==> src/hdl/cfg_regs_pkg.sv <==
// package: register map, field layout, defaults and timing for the interface configuration bank
package cfg_regs_pkg;

  // ****************************************
  // register addresses
  // ****************************************
  localparam int ADDR_W = 15;
  localparam logic [ADDR_W-1:0] ADDR_INTERFACE_CONFIG_A = 15'h0000;
  localparam logic [ADDR_W-1:0] ADDR_POWER_STATE_CONFIG = 15'h0002;
  localparam logic [ADDR_W-1:0] ADDR_PART_CLASS = 15'h0003;
  localparam logic [ADDR_W-1:0] ADDR_USER_CONFIG = 15'h0010;
  localparam logic [ADDR_W-1:0] ADDR_COEF_B8_LO = 15'h0459;
  localparam logic [ADDR_W-1:0] ADDR_COEF_B8_HI = 15'h045A;

  // ****************************************
  // field positions
  // ****************************************
  localparam int SOFT_RESET_BIT = 7;
  localparam int ASCEND_BIT = 5;
  localparam int SERIAL_OUT_ONLY_BIT = 4;
  localparam int ADDR_HOLD_BIT = 0;
  localparam int READ_FLAG_BIT = 7;

  // ****************************************
  // reset values and fixed codes
  // ****************************************
  localparam logic [7:0] INTERFACE_CONFIG_A_RST = 8'h30;
  localparam logic [7:0] POWER_STATE_CONFIG_RST = 8'h00;
  localparam logic [7:0] USER_CONFIG_RST = 8'h00;
  localparam logic [15:0] COEF_B8_RST = 16'h0000;
  localparam logic [3:0] PART_CLASS_HI_RST = 4'h0;
  localparam logic [1:0] POWER_NORMAL = 2'h0;
  localparam logic [1:0] POWER_DOWN = 2'h3;
  localparam logic [7:0] UNMAPPED_READ = 8'h00;

  // ****************************************
  // soft reset timing
  // ****************************************
  localparam int CLOCK_PERIOD_PS = 4000;
  localparam int SOFT_RESET_TIME_NS = 750;
  localparam int SOFT_RESET_CYCLES = (SOFT_RESET_TIME_NS * 1000 + CLOCK_PERIOD_PS - 1) / CLOCK_PERIOD_PS;
  localparam int HOLD_CNT_W = 9;

endpackage : cfg_regs_pkg

==> src/hdl/serial_byte_if.sv <==
// interface: byte stream between the serial front end and the register bank
`timescale 1ns/10ps
interface serial_byte_if;
  logic frame_active;
  logic rx_valid;
  logic [7:0] rx_byte;
  logic tx_load;
  logic [7:0] tx_byte;
  logic sdo;

  modport front (output frame_active, output rx_valid, output rx_byte, output sdo, input tx_load, input tx_byte);
  modport bank (input frame_active, input rx_valid, input rx_byte, input sdo, output tx_load, output tx_byte);
endinterface : serial_byte_if

==> src/hdl/interface_config_regs.sv <==
// module: serial-programmed interface configuration register bank
`timescale 1ns/10ps
module interface_config_regs
  import cfg_regs_pkg::*;
#(
  parameter int RESET_HOLD_CYCLES = SOFT_RESET_CYCLES,
  parameter logic [3:0] PART_CLASS_CODE = 4'h9 // arbitrary value
) (
  // clock and reset
  input wire logic CLOCK,
  input wire logic SYS_RST,
  // serial port
  input wire logic SCLK,
  input wire logic SCS_N,
  input wire logic SDI,
  output logic SDO,
  // device controls
  output logic CHIP_RESET,
  output logic [1:0] POWER_MODE,
  output logic [15:0] COEF_B8
);

  // ****************************************
  // types and state
  // ****************************************
  typedef enum logic [1:0] {P_INSTR_HI, P_INSTR_LO, P_DATA, P_IGNORE} phase_t;

  typedef struct packed {
    phase_t phase;
    logic rd;
    logic [ADDR_W-1:0] addr;
    logic [7:0] cfg_a;
    logic [7:0] pwr;
    logic [3:0] cls_hi;
    logic [7:0] usr;
    logic [15:0] coef;
    logic [HOLD_CNT_W-1:0] hold_cnt;
    logic busy;
    logic tx_load;
    logic [7:0] tx_byte;
  } bank_t;

  localparam logic [HOLD_CNT_W-1:0] HOLD_LOAD = HOLD_CNT_W'(RESET_HOLD_CYCLES);

  bank_t q, d;
  logic wr_en;
  logic [ADDR_W-1:0] wr_addr;
  logic [7:0] wr_data;
  logic [ADDR_W-1:0] rd_addr;

  serial_byte_if bus ();

  serial_front u_front (
    .clk(CLOCK),
    .rst(SYS_RST),
    .sclk(SCLK),
    .cs_n(SCS_N),
    .sdi(SDI),
    .bus(bus.front)
  );

  // ****************************************
  // helpers
  // ****************************************
  function automatic logic [ADDR_W-1:0] next_addr(input logic [ADDR_W-1:0] a, input logic [7:0] cfg,
                                                  input logic [7:0] usr);
    if (usr[ADDR_HOLD_BIT]) begin
      return a;
    end else if (cfg[ASCEND_BIT]) begin
      return a + 15'h0001;
    end else begin
      return a - 15'h0001;
    end
  endfunction : next_addr

  function automatic logic [7:0] read_reg(input logic [ADDR_W-1:0] a, input bank_t s);
    logic [7:0] v;
    v = UNMAPPED_READ;
    unique case (a)
      ADDR_INTERFACE_CONFIG_A: begin
        v = s.cfg_a;
        v[SOFT_RESET_BIT] = 1'b0;
        v[SERIAL_OUT_ONLY_BIT] = 1'b1;
      end
      ADDR_POWER_STATE_CONFIG: v = s.pwr;
      ADDR_PART_CLASS: v = {s.cls_hi, PART_CLASS_CODE};
      ADDR_USER_CONFIG: v = s.usr;
      ADDR_COEF_B8_LO: v = s.coef[7:0];
      ADDR_COEF_B8_HI: v = s.coef[15:8];
      default: v = UNMAPPED_READ;
    endcase
    return v;
  endfunction : read_reg

  // ****************************************
  // next state
  // ****************************************
  always_comb begin
    d = q;
    d.tx_load = 1'b0;
    wr_en = 1'b0;
    wr_addr = q.addr;
    wr_data = bus.rx_byte;
    rd_addr = q.addr;
    if (q.hold_cnt != '0) begin
      d.hold_cnt = q.hold_cnt - 9'h001;
    end
    if (!bus.frame_active) begin
      d.phase = P_INSTR_HI;
    end else if (bus.rx_valid) begin
      unique case (q.phase)
        P_INSTR_HI: begin
          d.rd = bus.rx_byte[READ_FLAG_BIT];
          d.addr = {bus.rx_byte[6:0], q.addr[7:0]};
          d.phase = P_INSTR_LO;
        end
        P_INSTR_LO: begin
          d.addr = {q.addr[14:8], bus.rx_byte};
          d.phase = P_DATA;
          rd_addr = {q.addr[14:8], bus.rx_byte};
          if (q.rd) begin
            d.tx_byte = read_reg(rd_addr, q);
            d.tx_load = 1'b1;
            d.addr = next_addr(rd_addr, q.cfg_a, q.usr);
          end
        end
        P_DATA: begin
          d.addr = next_addr(q.addr, q.cfg_a, q.usr);
          if (q.rd) begin
            d.tx_byte = read_reg(q.addr, q);
            d.tx_load = 1'b1;
          end else begin
            wr_en = 1'b1;
          end
        end
        P_IGNORE: d.phase = P_IGNORE;
      endcase
    end
    if (wr_en) begin
      unique case (wr_addr)
        ADDR_INTERFACE_CONFIG_A: begin
          d.cfg_a = wr_data;
          d.cfg_a[SOFT_RESET_BIT] = 1'b0;
          d.cfg_a[SERIAL_OUT_ONLY_BIT] = 1'b1;
        end
        ADDR_POWER_STATE_CONFIG: d.pwr = wr_data;
        ADDR_PART_CLASS: d.cls_hi = wr_data[7:4];
        ADDR_USER_CONFIG: d.usr = wr_data;
        ADDR_COEF_B8_LO: d.coef[7:0] = wr_data;
        ADDR_COEF_B8_HI: d.coef[15:8] = wr_data;
        default: d.cfg_a = d.cfg_a;
      endcase
      if (wr_addr == ADDR_INTERFACE_CONFIG_A && wr_data[SOFT_RESET_BIT]) begin
        // whole bank back to defaults, rest of frame ignored
        d.cfg_a = INTERFACE_CONFIG_A_RST;
        d.pwr = POWER_STATE_CONFIG_RST;
        d.cls_hi = PART_CLASS_HI_RST;
        d.usr = USER_CONFIG_RST;
        d.coef = COEF_B8_RST;
        d.addr = '0;
        d.rd = 1'b0;
        d.phase = P_IGNORE;
        d.hold_cnt = HOLD_LOAD;
      end
    end
    if (q.busy && bus.frame_active) begin
      d.phase = P_IGNORE;
    end
    d.busy = (d.hold_cnt != '0);
  end

  always_ff @(posedge CLOCK) begin
    if (SYS_RST) begin
      q <= '0;
      q.phase <= P_INSTR_HI;
      q.cfg_a <= INTERFACE_CONFIG_A_RST;
      q.pwr <= POWER_STATE_CONFIG_RST;
      q.usr <= USER_CONFIG_RST;
      q.coef <= COEF_B8_RST;
    end else begin
      q <= d;
    end
  end

  assign bus.tx_load = q.tx_load;
  assign bus.tx_byte = q.tx_byte;
  assign SDO = bus.sdo;
  assign CHIP_RESET = q.busy;
  assign POWER_MODE = q.pwr[1:0];
  assign COEF_B8 = q.coef;

  logic soft_wr;
  assign soft_wr = wr_en && wr_addr == ADDR_INTERFACE_CONFIG_A && wr_data[SOFT_RESET_BIT];
endmodule : interface_config_regs

==> src/hdl/serial_front.sv <==
// module: serial bit shifter, frames bytes in from the data input and shifts bytes out
`timescale 1ns/10ps
module serial_front
  import cfg_regs_pkg::*;
(
  // clock and reset
  input wire logic clk,
  input wire logic rst,
  // serial pins, sampled on the system clock
  input wire logic sclk,
  input wire logic cs_n,
  input wire logic sdi,
  // byte side
  serial_byte_if.front bus
);

  typedef struct packed {
    logic sclk_prev;
    logic active;
    logic [2:0] bit_cnt;
    logic [7:0] rx_sh;
    logic rx_valid;
    logic [7:0] rx_byte;
    logic [7:0] tx_sh;
    logic sdo;
  } front_t;

  front_t q, d;

  always_comb begin
    d = q;
    d.rx_valid = 1'b0;
    d.sclk_prev = sclk;
    d.active = !cs_n;
    if (cs_n) begin
      d.bit_cnt = 3'h0;
      d.sdo = 1'b0;
    end else if (sclk && !q.sclk_prev) begin
      // capture on the rising edge
      d.rx_sh = {q.rx_sh[6:0], sdi};
      d.bit_cnt = q.bit_cnt + 3'h1;
      if (q.bit_cnt == 3'h7) begin
        d.rx_valid = 1'b1;
        d.rx_byte = {q.rx_sh[6:0], sdi};
      end
    end
    // launch on the falling edge, a fresh load takes priority
    if (bus.tx_load) begin
      d.tx_sh = bus.tx_byte;
    end else if (!cs_n && !sclk && q.sclk_prev) begin
      d.sdo = q.tx_sh[7];
      d.tx_sh = {q.tx_sh[6:0], 1'b0};
    end
  end

  always_ff @(posedge clk) begin
    if (rst) begin
      q <= '0;
    end else begin
      q <= d;
    end
  end

  assign bus.frame_active = q.active;
  assign bus.rx_valid = q.rx_valid;
  assign bus.rx_byte = q.rx_byte;
  assign bus.sdo = q.sdo;

endmodule : serial_front

==> config.mk <==
export PLATFORM = sky130hd
export DESIGN_NAME = interface_config_regs
export DESIGN_NICKNAME = d
export VERILOG_FILES = /design/src/hdl/cfg_regs_pkg.sv /design/src/hdl/serial_byte_if.sv /design/src/hdl/interface_config_regs.sv /design/src/hdl/serial_front.sv
export SDC_FILE = /design/constraint.sdc
export NUM_CORES = 1
export LEC_CHECK = 0
export ABC_CLOCK_PERIOD_IN_PS = 3640
export BUFFER_PORTS_ARGS = -buffer_cell sky130_fd_sc_hd__clkbuf_2
export CAP_MARGIN = 10
export CELL_PAD_IN_SITES_DETAIL_PLACEMENT = 0
export CELL_PAD_IN_SITES_GLOBAL_PLACEMENT = 2
export CORE_MARGIN = 2
export CORE_UTILIZATION = 35
export DETAILED_ROUTE_END_ITERATION = 6
export GPL_TIMING_DRIVEN = 1
export PLACE_DENSITY_LB_ADDON = 0.05
export SYNTH_ARGS = -nofsm -noshare
export SYNTH_HDL_FRONTEND = slang
export SYNTH_SLANG_ARGS = --single-unit
==> constraint.sdc <==
create_clock -name CLOCK -period 3.64 [get_ports CLOCK]
set_input_delay 0 -clock CLOCK [delete_from_list [all_inputs] [get_ports CLOCK]]
set_output_delay 0 -clock CLOCK [all_outputs]
set_load 0.03 [all_outputs]
### Word level (Yosys, flattened, before mapping)

Index checks and enable logic that the tools add are counted.

* bits in registers: 111
* bits of input ports: 5
* output and inout bits: 20
* logic and storage cells: 115

* $add $sub $neg: 6
* eq/ne operators: 16
* multiplexer cells: 35
* bitwise logic cells: 4
* reduce and logical (&&, ||, !) cells: 33

Operator list (number)
* 2-to-1 mux 71 bit: 2
* case mux 8 bit (6 select lines): 2
* 2-to-1 mux 15 bit: 5
* == test 15 x 11 -> 1 bit (second input constant): 4
* == test 15 x 2 -> 1 bit (second input constant): 4
* 2-to-1 mux 8 bit: 6
* 2-to-1 mux 9 bit: 5
* case mux 15 bit (3 select lines): 1
* adder 15 x 1 -> 15 bit (second input constant): 2
* == test 15 x 5 -> 1 bit (second input constant): 2
* zero test 15 bit: 2
* subtractor 15 x 1 -> 15 bit (second input constant): 2
* 2-to-1 mux 18 bit: 1
* case mux 9 bit (2 select lines): 1
* nonzero test 9 bit: 2
* 2-to-1 mux 16 bit: 1
* nonzero test 2 bit: 8
* AND reduction 2 bit: 7
* subtractor 9 x 1 -> 9 bit (second input constant): 1
* 2-to-1 mux 1 bit: 7
* case mux 2 bit (3 select lines): 1
* OR reduction 3 bit: 2
* logical AND 1 bit: 5
* AND reduction 5 bit: 1
* other kinds (12): 20

### Longest topological paths before layout

* depth after elaboration: 10
* mapped depth: 10
* gate-level depth less buffers: 8

### Hierarchy

From an unflattened synthesis, not the netlist that was laid out.

* cells, all modules: 865
* area total of the unflattened synthesis: 6950.4 um2

By module, submodules not included
* interface_config_regs: times used 1, cells each 721, area each 5646.7 um2, sequential area each 1581.5 um2
* serial_front: times used 1, cells each 144, area each 1303.8 um2, sequential area each 600.6 um2

### Worst setup path after synthesis

OpenSTA, ideal clock, no wires.

* path kind: register to register
* start: register q[60] in the netlist's numbering
* end: register q (netlist bit wr_addr[11])
* setup time: 120 ps
* arrival time: 2501 ps
* required time: 3520 ps
* setup slack: 1018 ps
* stages on the path, launching flop included: 10
* path buffers: 1
* period minus slack after synthesis: 2622 ps
* path through: dfxtp_1 inv_1 ha_1 clkbuf_1 a2111oi_0 o21ai_0 a311oi_2 o31ai_1 mux2i_1 a21oi_1

* cells in the longest elaborated chain, start to end: 8
* elaborated cells on any way between the ends: 10
* those cells by class: 10 x mux

Ends and longest elaborated chain
* start: declaration: RTL line interface_config_regs.sv:45 `bank_t q, d;`
* 2-to-1 mux 15 bit: RTL line interface_config_regs.sv:69 `end else if (cfg[ASCEND_BIT]) begin`
* 2-to-1 mux 15 bit: RTL line interface_config_regs.sv:67 `if (usr[ADDR_HOLD_BIT]) begin`
* 2-to-1 mux 15 bit: RTL line interface_config_regs.sv:121 `if (q.rd) begin`
* case mux 15 bit (3 select lines) *: RTL line interface_config_regs.sv:111 `unique case (q.phase)`
* 2-to-1 mux 18 bit *: RTL line interface_config_regs.sv:110 `end else if (bus.rx_valid) begin`
* 2-to-1 mux 16 bit *: RTL line interface_config_regs.sv:108 `if (!bus.frame_active) begin`
* 2-to-1 mux 71 bit: RTL line interface_config_regs.sv:153 `if (wr_addr == ADDR_INTERFACE_CONFIG_A && wr_data[SOFT_RESET_BIT]) begin`
* 2-to-1 mux 71 bit *: RTL line interface_config_regs.sv:139 `if (wr_en) begin`

Mark *: on every way between the ends. The rest lies on a longest branch, timed or not.
A chain may end at the register's enable or synchronous reset.

### Worst setup path in the final report

Same ends and word-level chain as after synthesis.

==> flow_metrics.tcl <==
set metrics [dict create \
    status "finished, final reports clean" \
    num_vias 6537 \
    r2r-start "q[60]" \
    initial_core_util_pct 35.7 \
    rows 51 \
    syn_avg_cell_area_um2 8.20 \
    drive_above_1_share_pct 10.9 \
    maxCapViolCount 0 \
    fmax_ghz 0.327 \
    fp.coreArea_um2 19500 \
    ioPinCount 25 \
    critical_path.max_fanout 18 \
    cts_max_path_buffers 2 \
    leakagePower_uw 0.00280 \
    nNetsFinal 866 \
    grt_max_degree 84 \
    synthSimpleGateAreaFrac_pct 23.5 \
    crit_type "flop to flop" \
    cts_setup_buffers 0 \
    cts_made_buffers 9 \
    synthCells 850 \
    grt_pass1_wl_um 36600 \
    multiInputGateArea_um2 4370 \
    hold_start "SYS_RST" \
    insertion_delay_ns 0.36 \
    grtUsageTotal_pct 21.9 \
    h-tree-depth 3 \
    worstRegToRegCells 8 \
    final-max-slew-violation-count 0 \
    finalPower_uw 2800 \
    postRouteAntennaNets 0 \
    dieArea_um2 21100 \
    whs_path_depth 3 \
    holdWs_ns 0.0233 \
    grt-ovfl-total 0 \
    layout_common_cells "109 x dfxtp_1, 88 x nor2_1, 76 x nand2_1" \
    r2r_setup_slack_ns 0.58 \
    ys_seq_elements 109 \
    ys_types 80 \
    endpoint_kind "flop" \
    die_h_um 145 \
    post-route-period-util_pct 84.1 \
    startpoint_type "flop" \
    yosysSeqAreaShare_pct 31.3 \
    syn_area_um2 6970 \
    register_area_um2 2180 \
    cts_root_buf "clkbuf_16" \
    setup_viol 0 \
    die_w_um 145 \
    route.detailed.drc 0 \
    synthAdderAreaFrac_pct 5.60 \
    antenna_found_initial 0 \
    hold_violations 0 \
    worst_slack_ns 0.580 \
    port_buffers 24 \
    async_flop_share_pct 0 \
    wl_um 23100 \
    synth_compound_area_share_pct 24.9 \
    synth_fp_nets 885 \
    hold_class "input pin to flop" \
    arrival_ns 3.31 \
    first_iter_violations 521 \
    fin_tns_setup_ns 0 \
    place_ws_ns 0.603 \
    max_slew.worst_pin.slew_ns 1.28 \
    synth_flop_cell "dfxtp_1" \
    ys_warn_count 0 \
    slew_headroom_pct 14.3 \
    fillers 2034 \
    fin_area_um2 7510 \
    synth_top_family_by_area "compound AO/OA/AOI/OAI gates" \
    rsz0062_at_grt "false" \
    powerDensity_nw_per_um2 373 \
    drtPass1Iterations 7 \
    synth_xor_area_share_pct 2.77 \
    place_area_um2 7160 \
    diodes 0 \
    via_per_inst 5.94 \
    grt_pass1_vias 6252 \
    worst_ir_drop_vdd_mv 0.343 \
    clock-sinks 109 \
    layout_commonest_cell "dfxtp_1" \
    critPathLaunch "q[60]" \
    cp.required_ns 3.89 \
    cts_tree "done" \
    gp_congestion 0.893 \
    synthMuxAreaShare_pct 5.85 \
    area_growth_pct 7.74 \
    clk_pin_slew_ns 0.08 \
    routedWlPerCell_um 21.0 \
    hold_end "bus.tx_load" \
    hpwlAfterDp_um 16600 \
    fin_skew_ns 0.00816 \
    fin_crit_ns 3.06 \
    r2r-end "wr_addr[11]" \
    synth-edff-count 0 \
]
## flip-flops by register name (all words and copies together), names as in the netlist
name                      flops
u_front.bus.sdo               1
u_front.bus.rx_byte           8
CHIP_RESET                    1
u_front.bus.frame_active      1
u_front.q                    19
bus.tx_load                   1
u_front.bus.rx_valid          1
POWER_MODE                    2
COEF_B8                      16
q                            36
bus.tx_byte                   8
wr_addr                      15
## report_power, final
group	internal [uW]	total (uW)	switching, uW	leakage (uW)
Combinational	177	413	236	0.00177
Sequential	1240	1290	54.5	0.000881
Clock	573	1090	518	0.000157
Total	1990	2800	809	0.00280
## repair_timing
item	in CTS	in global routing
hold buffers	3	0
gates resized for setup	0	0
hold endpoints to repair	7	0
## synthesized netlist by cell type, drive strengths merged, types with 9 or more instances
| library cell | count | share of area (%) |
|---|---|---|
| o21ai | 44 | 3.3 |
| nand3 | 24 | 1.8 |
| nor3 | 27 | 2.3 |
| xnor2 | 16 | 2.0 |
| clkbuf | 34 | 1.8 |
| nand2b | 11 | 1.0 |
| nand2 | 77 | 4.2 |
| a31oi | 12 | 1.1 |
| nor4 | 9 | 1.5 |
| a222oi | 11 | 1.6 |
| a21oi | 73 | 5.3 |
| nor2 | 90 | 4.9 |
| dfxtp | 109 | 31 |
| mux2i | 34 | 4.9 |
| a221oi | 9 | 1.1 |
| a211oi | 12 | 1.4 |
| ha | 28 | 5.0 |
| buf | 38 | 3.6 |
| inv | 12 | 0.65 |
| a22oi | 32 | 3.4 |
| and3 | 11 | 0.99 |
| nand4 | 13 | 1.2 |
| o21bai | 9 | 0.97 |
## kinds of logic (layout without fill, tap and decap cells)
kind of cell               Yosys count  count (layout)
AOI/OAI and AO/OA                  254             254
xor gates and xnor gates            22              22
adders and majority gates           30              30
buffers and inverters               84              70
DFF                                109             109
muxes                               40              40
and+or+nand+nor                    311             311
## cell type report
| type | count | area share [%] |
|---|---|---|
| multi-input cells | 657 | 58.2 |
| flip-flops and latches | 109 | 29.1 |
| well taps | 265 | 4.42 |
| repair buffers | 42 | 3.50 |
| clock buffers | 11 | 3.23 |
| clock inverters | 5 | 1.03 |
| inverters | 12 | 0.600 |
## per-stage QoR
step                      cells  util (%)
final                      1101      38.4
after CTS                  1101      38.4
after global routing       1101      38.4
after detailed placement   1082      36.7
after global placement     1082      36.7
after floorplan             850         -
## critical path: stages, from the launching register on
cell and delay (ns):
dfxtp_1 0.37, inv_1 0.59, ha_1 0.43, a2111oi_0 0.34, o21ai_0 0.24, a311oi_2 0.54, o31ai_1 0.17, mux2i_1 0.17
a21oi_1 0.08
## routing by layer
metal | track usage, % | vias to the layer above | wire length, um
li1 | - | 3110 | -
met1 | 31.2 | 3141 | 11000
met2 | 33.2 | 241 | 10100
met3 | 4.37 | 45 | 1460
met4 | 6.96 | 0 | 606
met5 | 0 | - | 0
## worst max path at each step
stage | cells past startpoint | slack [ns] | to
CTS | 8 | 0.60 | wr_addr[11]
global placement | 8 | 0.68 | wr_addr[11]
finish | 8 | 0.58 | wr_addr[11]
floorplan | 9 | 1.02 | wr_addr[11]
detailed placement | 8 | 0.60 | wr_addr[11]
global route | 8 | 0.38 | wr_addr[11]
Power figures use the tool's default switching activity.
